## config.mk

```make
export PLATFORM = sky130hd
export DESIGN_NAME = hwt_timer
export DESIGN_NICKNAME = d
export VERILOG_FILES = /design/src/core/hwt_timer.v
export VERILOG_INCLUDE_DIRS = /design/src /design/src/inc
export SDC_FILE = /design/constraint.sdc
export NUM_CORES = 1
export LEC_CHECK = 0
export CAP_MARGIN = 20
export CORE_UTILIZATION = 63
export CTS_BUF_LIST = sky130_fd_sc_hd__clkbuf_16
export DETAILED_ROUTE_END_ITERATION = 16
export DONT_BUFFER_PORTS = 1
export GPL_ROUTABILITY_DRIVEN = 0
export PLACE_DENSITY_LB_ADDON = 0.1
export SYNTH_ARGS = -nofsm -noshare
export SYNTH_HDL_FRONTEND = slang
export SYNTH_SLANG_ARGS = --single-unit
```

## constraint.sdc

```tcl
create_clock -name hclk -period 3.13 [get_ports hclk]
set_clock_uncertainty 0.2 [all_clocks]
set_input_delay 0.626 -clock hclk [delete_from_list [all_inputs] [get_ports hclk]]
set_output_delay 0.626 -clock hclk [all_outputs]
set_load 0.005 [all_outputs]
```

## src/inc/hwt_defs.vh

```
// hibernation wake timer: register offsets, fields, reset values, timing counts
// assumes hclk at 100 MHz and a 32.768 kHz always-on clock arriving as a plain input
`ifndef HWT_DEFS_VH
`define HWT_DEFS_VH
`define HWT_OFF_PRELOAD 8'h00
`define HWT_OFF_CONTROL 8'h04
`define HWT_OFF_COUNT 8'h08
`define HWT_OFF_STATUS 8'h0c
`define HWT_OFF_MASK 8'h10
`define HWT_CTRL_RES_BIT 0
`define HWT_RST_PRELOAD 16'h0000
`define HWT_RST_CONTROL 16'h0000
`define HWT_RST_COUNT 16'h0000
`define HWT_RST_MASK 1'b0
// one fine step is one 32.768 kHz tick (30.5 us); a coarse step (0.125 s) is 4096 ticks
`define HWT_FINE_TICKS 13'h0001
`define HWT_COARSE_TICKS 13'h1000
`define HWT_CLKREQ_CYCLES 4'h3
`endif

```

## src/core/hwt_timer.v

```verilog
// hibernation wake timer: 16-bit down counter with ahb-lite register slave
// assumes a single ahb-lite master; the 32 kHz clock is a pin sampled on hclk
`timescale 1ns/1ps
`include "hwt_defs.vh"

// Function
// - counter is a 16-bit binary down counter
// - step is either 30.5 us or 0.125 s per count
// - writing a non-zero start value loads the counter and starts counting
// - reaching zero raises the wake interrupt event
// - counting steps on the 32 kHz clock through a prescaler
// - reset returns every register and the counter to defaults
// - interrupt output only when enabled and counted to zero
// - counting steps on 32 kHz edges sampled on hclk, so it needs the main oscillator too
// - sleep-enable inputs are ignored
// - clock request asserted only around register accesses
// - preload at 00h, control at 04h, count at 08h
// - writing zero to preload disables the counter
// - resolution bit: 1 selects 0.125 s, 0 selects 30.5 us
// - count register reads the live counter
module hwt_timer (
  input wire hclk,
  input wire hresetn,
  input wire hsel,
  input wire [31:0] haddr,
  input wire [1:0] htrans,
  input wire hwrite,
  input wire [2:0] hsize,
  input wire [31:0] hwdata,
  input wire hready,
  output reg [31:0] hrdata,
  output reg hreadyout,
  output reg hresp,
  input wire clk32k_in,
  input wire sleep_en,
  output reg clk_req,
  output reg wake_timer_irq
);

  ////////////////////////////////////////////////////////////////////////
  // register decode and state
  reg [15:0] start_value_q;
  reg [15:0] start_value_d;
  reg res_q;
  reg res_d;
  reg [15:0] count_q;
  reg [15:0] count_d;
  reg enabled_q;
  reg enabled_d;
  reg [12:0] presc_q;
  reg [12:0] presc_d;
  reg status_q;
  reg status_d;
  reg mask_q;
  reg mask_d;
  reg wr_pend_q;
  reg wr_pend_d;
  reg [7:0] wr_addr_q;
  reg [7:0] wr_addr_d;
  reg [3:0] req_cnt_q;
  reg [3:0] req_cnt_d;
  reg [31:0] hrdata_d;
  reg irq_d;
  reg clk_req_d;
  reg s1_q;
  reg s2_q;
  reg s3_q;
  wire tick32;
  wire addr_ph;
  wire rd_ph;
  wire wr_pre;
  wire wr_ctl;
  wire wr_sts;
  wire wr_msk;
  wire clr_sts;
  wire [12:0] step_last;
  wire step;
  wire zero_evt;
  wire unused_ok;

  function is_off;
    input [7:0] a;
    input [7:0] off;
    begin
      is_off = (a == off);
    end
  endfunction

  // read mux; fed with next-state values so a read right behind a write sees the new word
  function [31:0] read_word;
    input [7:0] a;
    input [15:0] pre;
    input ctl;
    input [15:0] cnt;
    input sts;
    input msk;
    begin
      case (a)
        `HWT_OFF_PRELOAD: read_word = {16'h0000, pre};
        `HWT_OFF_CONTROL: read_word = {31'h0000_0000, ctl};
        `HWT_OFF_COUNT: read_word = {16'h0000, cnt};
        `HWT_OFF_STATUS: read_word = {31'h0000_0000, sts};
        `HWT_OFF_MASK: read_word = {31'h0000_0000, msk};
        default: read_word = 32'h0000_0000;
      endcase
    end
  endfunction

  // sleep_en and the upper address/size bits have no effect on the timer
  assign unused_ok = sleep_en & hsize[0];
  assign addr_ph = hsel & hready & htrans[1];
  assign rd_ph = addr_ph & ~hwrite;
  assign wr_pre = wr_pend_q & is_off(wr_addr_q, `HWT_OFF_PRELOAD);
  assign wr_ctl = wr_pend_q & is_off(wr_addr_q, `HWT_OFF_CONTROL);
  assign wr_sts = wr_pend_q & is_off(wr_addr_q, `HWT_OFF_STATUS);
  assign wr_msk = wr_pend_q & is_off(wr_addr_q, `HWT_OFF_MASK);
  assign clr_sts = wr_sts & hwdata[0];

  ////////////////////////////////////////////////////////////////////////
  // ahb-lite slave: zero wait states, always okay
  always @* begin
    wr_pend_d = addr_ph & hwrite;
    wr_addr_d = haddr[7:0];
    hrdata_d = 32'h0000_0000;
    if (rd_ph) begin
      // registered in the address phase so the word stands through the data phase
      hrdata_d = read_word(haddr[7:0], start_value_d, res_d, count_d, status_d, mask_d);
    end
  end

  always @(posedge hclk or negedge hresetn) begin
    if (!hresetn) begin
      wr_pend_q <= 1'b0;
      wr_addr_q <= 8'h00;
    end else begin
      wr_pend_q <= wr_pend_d;
      wr_addr_q <= wr_addr_d;
    end
  end

  // bus outputs straight from flops; the slave never stalls and never errs
  always @(posedge hclk or negedge hresetn) begin
    if (!hresetn) begin
      hrdata <= 32'h0000_0000;
      hreadyout <= 1'b1;
      hresp <= 1'b0;
    end else begin
      hrdata <= hrdata_d;
      hreadyout <= 1'b1;
      hresp <= 1'b0;
    end
  end

  ////////////////////////////////////////////////////////////////////////
  // 32 kHz pin: two-flop sync, then edge detect on the second and third flops
  always @(posedge hclk or negedge hresetn) begin
    if (!hresetn) begin
      s1_q <= 1'b0;
      s2_q <= 1'b0;
      s3_q <= 1'b0;
    end else begin
      s1_q <= clk32k_in;
      s2_q <= s1_q;
      s3_q <= s2_q;
    end
  end
  // a tick seen just after reset is harmless: the counter starts disabled
  assign tick32 = s2_q & ~s3_q;

  ////////////////////////////////////////////////////////////////////////
  // prescaler and down counter
  assign step_last = (res_q ? `HWT_COARSE_TICKS : `HWT_FINE_TICKS) - 13'h0001;
  // at or beyond the last tick, so a coarse-to-fine change mid-step cannot strand the prescaler
  assign step = enabled_q & tick32 & (presc_q >= step_last);
  assign zero_evt = step & (count_q == 16'h0001);

  always @* begin
    start_value_d = start_value_q;
    res_d = res_q;
    count_d = count_q;
    enabled_d = enabled_q;
    presc_d = presc_q;
    if (wr_ctl) begin
      res_d = hwdata[`HWT_CTRL_RES_BIT];
    end
    if (wr_pre) begin
      start_value_d = hwdata[15:0];
      count_d = hwdata[15:0];
      presc_d = 13'h0000;
      enabled_d = (hwdata[15:0] != 16'h0000);
    end else if (step) begin
      presc_d = 13'h0000;
      count_d = count_q - 16'h0001;
      if (count_q == 16'h0001) begin
        enabled_d = 1'b0;
      end
    end else if (enabled_q & tick32) begin
      presc_d = presc_q + 13'h0001;
    end
  end

  always @(posedge hclk or negedge hresetn) begin
    if (!hresetn) begin
      start_value_q <= `HWT_RST_PRELOAD;
    end else begin
      start_value_q <= start_value_d;
    end
  end

  always @(posedge hclk or negedge hresetn) begin
    if (!hresetn) begin
      res_q <= 1'b0;
    end else begin
      res_q <= res_d;
    end
  end

  always @(posedge hclk or negedge hresetn) begin
    if (!hresetn) begin
      count_q <= `HWT_RST_COUNT;
    end else begin
      count_q <= count_d;
    end
  end

  always @(posedge hclk or negedge hresetn) begin
    if (!hresetn) begin
      enabled_q <= 1'b0;
    end else begin
      enabled_q <= enabled_d;
    end
  end

  always @(posedge hclk or negedge hresetn) begin
    if (!hresetn) begin
      presc_q <= 13'h0000;
    end else begin
      presc_q <= presc_d;
    end
  end

  ////////////////////////////////////////////////////////////////////////
  // sticky status, mask, interrupt
  always @* begin
    status_d = status_q;
    mask_d = mask_q;
    // set wins: a zero event in the same cycle as a write-one-to-clear keeps the bit
    if (zero_evt) begin
      status_d = 1'b1;
    end else if (clr_sts) begin
      status_d = 1'b0;
    end
    if (wr_msk) begin
      mask_d = hwdata[0];
    end
    irq_d = status_d & mask_q;
  end

  always @(posedge hclk or negedge hresetn) begin
    if (!hresetn) begin
      status_q <= 1'b0;
    end else begin
      status_q <= status_d;
    end
  end

  always @(posedge hclk or negedge hresetn) begin
    if (!hresetn) begin
      mask_q <= `HWT_RST_MASK;
    end else begin
      mask_q <= mask_d;
    end
  end

  always @(posedge hclk or negedge hresetn) begin
    if (!hresetn) begin
      wake_timer_irq <= 1'b0;
    end else begin
      wake_timer_irq <= irq_d;
    end
  end

  ////////////////////////////////////////////////////////////////////////
  // clock request: held a few cycles after each access so a late write still reaches the core
  always @* begin
    req_cnt_d = req_cnt_q;
    if (addr_ph) begin
      req_cnt_d = `HWT_CLKREQ_CYCLES;
    end else if (req_cnt_q != 4'h0) begin
      req_cnt_d = req_cnt_q - 4'h1;
    end
    // sleep_en folds in as a constant zero: a sleep request never touches the timer
    clk_req_d = addr_ph | (req_cnt_q > 4'h1) | (unused_ok & 1'b0);
  end

  always @(posedge hclk or negedge hresetn) begin
    if (!hresetn) begin
      req_cnt_q <= 4'h0;
    end else begin
      req_cnt_q <= req_cnt_d;
    end
  end

  always @(posedge hclk or negedge hresetn) begin
    if (!hresetn) begin
      clk_req <= 1'b0;
    end else begin
      clk_req <= clk_req_d;
    end
  end

endmodule

```

Word-level counts from Yosys, hierarchy flattened

Index checks and enable logic that the tools add are counted.

$add $sub $neg: 4
Multiplexer cells: 18
Magnitude comparators: 2
Bitwise gates (word level): 17
Eq/ne operators: 8
Reductions and logical operators: 9

Operators with widths:

| cell                  | count |
|---|---|
| $pmux 16 s5           | 1 |
| $mux 13               | 4 |
| $mux 16               | 3 |
| $mux 32               | 1 |
| $eq 8x4->1 const B    | 3 |
| $eq 16x1->1 const B   | 1 |
| $eq 8x3->1 const B    | 2 |
| $eq 8x5->1 const B    | 2 |
| $logic_not 8->1       | 2 |
| $reduce_bool 16->1    | 1 |
| $sub 16x1->16 const B | 1 |
| $and 1x1->1           | 14 |
| $add 13x1->13 const B | 1 |
| $ge 13x13->1          | 1 |
| $sub 13x1->13 const B | 1 |
| $mux 4                | 2 |
| $mux 1                | 7 |
| $reduce_bool 2->1     | 3 |
| $gt 4x1->1 const B    | 1 |
| $reduce_bool 4->1     | 1 |
| $sub 4x1->4 const B   | 1 |
| $reduce_bool 3->1     | 1 |
| $not 1->1             | 2 |
| $reduce_and 2->1      | 1 |
| $or 1x1->1            | 1 |

Flip-flop bits (word level): 99
Word-level logic and storage cells: 74
Input port bits: 76

Depth between registers and ports, before layout

Gate-level depths: netlist of the first run.

Depth in word-level cells: 8
Mapped depth: 9
Gate-level depth less buffers: 8

Worst setup path after synthesis of the first run

Ideal clock, no wire load.

Path type: reg2reg
Start point: register res_q
End point: register hrdata[7]
Required time: 2791 ps
Clock period less this slack: 2767 ps
Path slack: 363 ps
Arrival time: 2427 ps
Library setup time: 139 ps
Stages on the path, launching flop included: 10
Cells stage by stage: dfrtp_1 > inv_1 > ha_1 > a211oi_1 > nand2_1 > a2111oi_4 > buf_4 > a211oi_1 > xnor2_1 > o22ai_1

Word-level cells in the longest chain between the ends: 8

RTL lines:

| what                   | line            | RTL |
|---|---|---|
| from (decl)            | hwt_timer.v:44  | `reg res_q;` |
| from (signal assigned) | hwt_timer.v:214 | `res_q <= res_d;` |
| $mux 13 (no line)      | --              |  |
| $sub 13x1->13          | hwt_timer.v:172 | `` assign step_last = (res_q ? `HWT_COARSE_TICKS : `HWT_FINE_TICKS) - 13'h0001; `` |
| $ge 13x13->1           | hwt_timer.v:174 | `assign step = enabled_q & tick32 & (presc_q >= step_last);` |
| $and 1x1->1            | hwt_timer.v:174 |  |
| $mux 16                | hwt_timer.v:191 | `end else if (step) begin` |
| $mux 16                | hwt_timer.v:186 | `if (wr_pre) begin` |
| $pmux 16 s5            | hwt_timer.v:98  | `case (a)` |
| $mux 32                | hwt_timer.v:125 | `if (rd_ph) begin` |
| named net hrdata_d[7]  | hwt_timer.v:62  | `reg [31:0] hrdata_d;` |
| to (signal assigned)   | hwt_timer.v:148 | `hrdata <= hrdata_d;` |
| to (decl)              | hwt_timer.v:31  | `output reg [31:0] hrdata,` |

The timed path passes the listed nets, and every way through them passes these cells.
A chain may end at the register's enable or synchronous reset.

Worst setup path after layout of the first run

Same ends and word-level chain as after synthesis.

==> out/metrics.csv, run 1 <==
metric,value,unit
status,finished with violations,
violations,"design-rule violations, negative hold slack",
antenna_found_initial,0,
peakVddDrop,407,µV
htreeDepth,3,
synth_area,4340,µm²
clk_pin_slew_worst_paths,60,ps
fin_ws,271,ps
port-buffer-count,0,
hold_viol,15,
yosysSeqAreaShare,47.9,%
multi_input_comb_area,2090,µm²
via_per_inst,6.27,
postCtsSetupBuffers,0,
initial_core_util,66.8,%
path_max_fanout,13,
cts_buffers,9,
dp_worst_setup_slack,111,ps
worstSkewPairLatency,330,ps
grt_setup_unrepaired,false,
cts.sinks,83,
syn_avg_cell_area,9.90,µm²
rows,29,
totalWireLength,9450,µm
syn_inst,438,
regArea,2080,µm²
dieArea,7220,µm²
finalSetupTns,0,ps
tightest_slew,829,ps
hp-class,input port to asynchronous set/reset pin,
yosys_register_bits,83,
maxCapViolCount,0,
maxSlewViolCount,0,
min_period,2860,ps
wire_per_inst,17.9,µm
ys_types,61,
clockBufferDepth,2,
grt_pass1_vias,3314,
fp.dieW,85.0,µm
syn_to_final_growth,9.20,%
critical_path_arrival,2860,ps
finalCritPeriodShare,91.3,%
track_usage,28.7,%
hold_buffers,1,
synth-edff-count,0,
clock.fmax,0.350,GHz
layout_commonest_cell,dfrtp_1,
cts_tree,built,
ys_warn_count,0,
route.detailed.drc,3,
ant_nets,0,
drt_first_iter_violations,231,
holdWs,-30.2,ps
worst-setup-path-type,flip-flop to flip-flop,
synth_flop_cell,dfrtp_1,
cts-resized-gates,0,
fin_nets,541,
num_io_pins,112,
p_leak,2.01,nW
setup_violations,0,
grt_pass1_wl,16200,µm
overflow,0,
power-per-cell-area,656,nW/µm²
drive_gt1_share,10.9,%
cts_root_buffer,clkbuf_16,
grt_max_degree,84,
design.core.area,6490,µm²
crit_path_start_kind,flip-flop,
final_util,72.9,%
async_flop_share,100,%
fp.dieH,85.0,µm
maxSlewHeadroom,44.5,%
diodes,0,
nFillCells,481,
crit_path_end_kind,flip-flop,
required,3130,ps
r2r_setup_slack,270,ps
hpwl,6310,µm
drt_first_pass_iters,11,
num_vias,3312,
layout_common_cells,"dfrtp_1, nand2_1, nor2_1, a21oi_1",
[final timing paths]
| check | from | end | depth (start not counted) |
|---|---|---|---|
| max in group asynchronous | hresetn | count_q[3] | 1 |
| worst max register to register | res_q | hrdata[7] | 10 |
| worst max-delay path | res_q | hrdata[7] | 10 |
| worst min-delay path | hresetn | presc_q[10] | 1 |
| worst min register to register | s1_q | s2_q | 0 |
| min in group hclk | haddr[0] | wr_addr_q[0] | 0 |
[worst max-delay path, cell delays in order (launching register included)]
cell and delay, ps:
dfrtp_1 390, inv_1 170, ha_1 290, a211oi_1 270, nand2_1 140, a2111oi_4 370, buf_4 280, buf_4 160
a211oi_1 80, xnor2_1 230, o22ai_1 140
[area by class of cell]
type | instances | share of cell area [%]
multi-input cells | 329 | 44.1
flip-flops and latches | 83 | 43.9
clock buffers | 9 | 4.76
repair buffers | 14 | 2.72
well taps | 77 | 2.03
clock inverters | 6 | 1.74
inverters | 10 | 0.793
[synthesized netlist by cell type (3+ instances only)]
cell       instances  area [µm²]
clkbuf_1           9        33.8
xor2_1             5        43.8
a2111oi_0          3        26.3
nand3_1           10        50.1
buf_4             19         143
o22ai_1           14        87.6
dfrtp_1           83        2080
nor3_1             6        30.0
a22oi_1           15         113
ha_1              18         225
a221o_1            3        30.0
a21o_1             3        22.5
nand4_1            5        31.3
nand2_1           72         270
nor2b_1            3        18.8
nor2_1            36         135
o21ai_1            6        30.0
xnor2_1           17         149
inv_1             10        37.5
a2111oi_2          7         105
a211oi_1           7        52.6
or3_1              7        43.8
o21ai_0            4        20.0
nor4_1             7        43.8
and3_1             5        31.3
a21oi_1           19        95.1
mux2_2             3        33.8
[sequential cells by signal, indices dropped and copies added, names as in the netlist, 4 cells and up]
signal,cells
count_q,16
hrdata,16
start_value_q,16
presc_q,13
wr_addr_q,8
req_cnt_q,4
[power breakdown]
group	leakage, nW	internal [mW]	switching [mW]
combinational	0.871	0.277	0.409
sequential	0.982	1.20	0.128
clock	0.156	0.689	0.402
total	2.01	2.16	0.940
[metrics by stage]
stage	power (mW)	cells	hold slack, ps	instance area [µm²]
after floorplan	1.85	454	130	4400
after global placement	1.97	511	132	4390
after detailed placement	2.00	511	133	4390
after CTS	3.12	527	10.9	4720
after global routing	3.27	528	17.3	4740
final	3.11	528	-30.2	4740
[routing by layer]
metal	global-route usage (%)	vias to the layer above	part of all wire [%]
li1	-	1559	-
met1	39.6	1618	45
met2	45.5	110	48
met3	5.35	25	5.2
met4	10.8	0	2.1
met5	0	-	0
[cells by family after synthesis]
| logic type | count (synthesis) | synth area share (%) |
|---|---|---|
| AO/OA/AOI/OAI | 94 | 16.4 |
| XOR/XNOR | 22 | 4.44 |
| adder cells (fa/ha/maj) | 18 | 5.19 |
| buffers and inverters | 42 | 5.34 |
| flip-flops | 83 | 47.9 |
| multiplexers | 4 | 1.01 |
| other | 2 | 0.173 |
| AND/OR/NAND/NOR | 173 | 19.6 |
No activity file was read; power rests on OpenSTA's default activity.
==> inputs of run 2 (changes only) <==
--- a/config.mk
+++ b/config.mk
@@ -13,6 +13,7 @@
 export DONT_BUFFER_PORTS = 1
 export GPL_ROUTABILITY_DRIVEN = 0
 export PLACE_DENSITY_LB_ADDON = 0.1
+export RECOVER_POWER = 100
 export SYNTH_ARGS = -nofsm -noshare
 export SYNTH_HDL_FRONTEND = slang
 export SYNTH_SLANG_ARGS = --single-unit
==> out/metrics.csv, run 2 (synthesis gave the netlist of run 1 again) <==
metric,value,unit,change
initial_core_util,66.8,%,unchanged
dieArea,7220,µm²,unchanged
clkPwrFrac,35.8,%,+0.6 points
path_max_fanout,16,,+3
dp_worst_setup_slack,111,ps,unchanged
cts_tree,built,,
hpwl,6310,µm,unchanged
swShare,29.6,%,-0.65 points
ff2ff_path_depth,9,,-1
tightest_slew,2000,ps,+1170 ps
antenna_found_initial,0,,unchanged
drive_gt1_share,7.76,%,-3.1 points
num_io_pins,112,,unchanged
fin_ws,202,ps,-69.4 ps
ant_nets,0,,unchanged
cts_root_buffer,clkbuf_16,,
port-buffer-count,0,,unchanged
power-per-cell-area,657,nW/µm²,+0.17%
cts-resized-gates,0,,unchanged
drt_first_iter_violations,182,,-21%
r2r_end,hrdata[10],,
setup.worst_path.end,hrdata[10],,
final_util,71.4,%,-1.5 points
status,finished with violations,,
p_total,3.05,mW,-1.9%
worst-setup-path-type,flip-flop to flip-flop,,
min_period,2930,ps,+69.4 ps
required,3160,ps,+30 ps
cpMaxStageDelayCell,a2111oi_0,,
grt_pass1_wl,16200,µm,unchanged
postLayoutCellArea,4640,µm²,-2.1%
maxSlewHeadroom,-33.1,%,-78 points
r2r_setup_slack,200,ps,-70 ps
max_stage_delay,570,ps,+180 ps
route.detailed.drc,3,,unchanged
finalCritPeriodShare,93.5,%,+2.2 points
p_leak,1.99,nW,-1.2%
hp-class,input port to flip-flop,,
via_per_inst,6.29,,+0.21%
drt_first_pass_iters,10,,-1
fin_nets,541,,unchanged
final_cells,528,,unchanged
setup_violations,0,,unchanged
fp.dieW,85.0,µm,unchanged
crit_start,res_q,,
path_delay_family,compound AO/OA/AOI/OAI gates,,
maxSlewViolCount,84,,+84
critPathBufInv,3,,unchanged
clock.fmax,0.342,GHz,-2.4%
worstSkewPairLatency,330,ps,about the same
cp.depth,9,,-1
violations,"design-rule violations, max-capacitance violations, max-slew violations",,
htreeDepth,3,,unchanged
layout_common_cells,"dfrtp_1, nand2_1, nor2_1, a21oi_1",,
syn_to_final_growth,6.92,%,
dpl-instance-area,4390,µm²,unchanged
grt_max_degree,84,,unchanged
multi_input_comb_area,2030,µm²,-2.9%
cts_buffers,9,,unchanged
power_switching,902,µW,-4.0%
peakVddDrop,379,µV,-7.0%
hold_viol,0,,-15
clockBufferDepth,2,,unchanged
reg2reg_from,res_q,,
seqPwrFrac,43.5,%,+0.8 points
track_usage,28.7,%,unchanged
clk_pin_slew_worst_paths,60,ps,about the same
crit_path_start_kind,flip-flop,,
holdWs,121,ps,+151 ps
internal_power,2.14,mW,-1.0%
totalWireLength,9370,µm,-0.79%
cts.sinks,83,,unchanged
pwr-share-comb,20.6,%,-1.5 points
fp.dieH,85.0,µm,unchanged
grt_pass1_vias,3314,,unchanged
maxCapViolCount,1,,+1
design.core.area,6490,µm²,unchanged
rows,29,,unchanged
num_vias,3319,,+0.21%
layout_commonest_cell,dfrtp_1,,
overflow,0,,unchanged
crit_chain,inv_1 > buf_4 > ha_1 > and4_1 > nand4_1 > buf_2 > a2111oi_0 > xnor2_1 > o22ai_1,,
reg_top3,"count_q x16, hrdata x16, start_value_q x16",,
critical_path_arrival,2960,ps,+100 ps
grt_setup_unrepaired,false,,
regArea,2080,µm²,unchanged
wire_per_inst,17.8,µm,-0.79%
crit_path_end_kind,flip-flop,,
dp_cells,511,,unchanged
diodes,0,,unchanged
finalSetupTns,0,ps,unchanged
nFillCells,497,,+3.3%
run 2: cell count changes in the layout (fill, tap and decap cells not counted), sizes merged:
| cell | delta |
|---|---|
| buf | -5 |
| clkbuf | +5 |
run 2: repair_timing:
item                      in CTS  in global routing
buffers inserted               0                  0
hold buffers                   1                  0
hold endpoints to repair      83                  0
run 2: layout make-up:
cell class	instances	share of cell area, %
clock buffer	9	4.86
clock inverter	6	1.78
inverter	10	0.809
multi-input combinational	329	43.7
sequential	83	44.8
tap	77	2.08
timing repair buffer	14	1.94
run 2: layer usage:
layer	wire length (µm)	up-vias	GRT usage, %	share of wire, %
li1	-	1557	-	-
met1	4250	1628	39.6	45
met2	4460	115	45.5	48
met3	496	19	5.35	5.3
met4	170	0	10.8	1.8
met5	0	-	0	0
run 2: worst min-delay path by stage:
stage / slack [ps] / to / startpoint / depth (start not counted)
finish: 120 / wr_addr_q[0] / haddr[0] / 0
global route: 110 / wr_addr_q[0] / haddr[0] / 0
CTS: 10 / presc_q[10] / hresetn / 1
detailed placement: 130 / presc_q[10] / hresetn / 0
global placement: 130 / presc_q[10] / hresetn / 0
floorplan: 130 / clk_req / hresetn / 0
run 2: power by group through the flow:
stage	Clock (mW)	Combinational, mW	Sequential, mW
detailed placement	0	0.653	1.34
floorplan	0	0.541	1.31
global placement	0	0.630	1.34
finish	1.09	0.628	1.33
global route	1.15	0.712	1.35
CTS	1.11	0.686	1.33
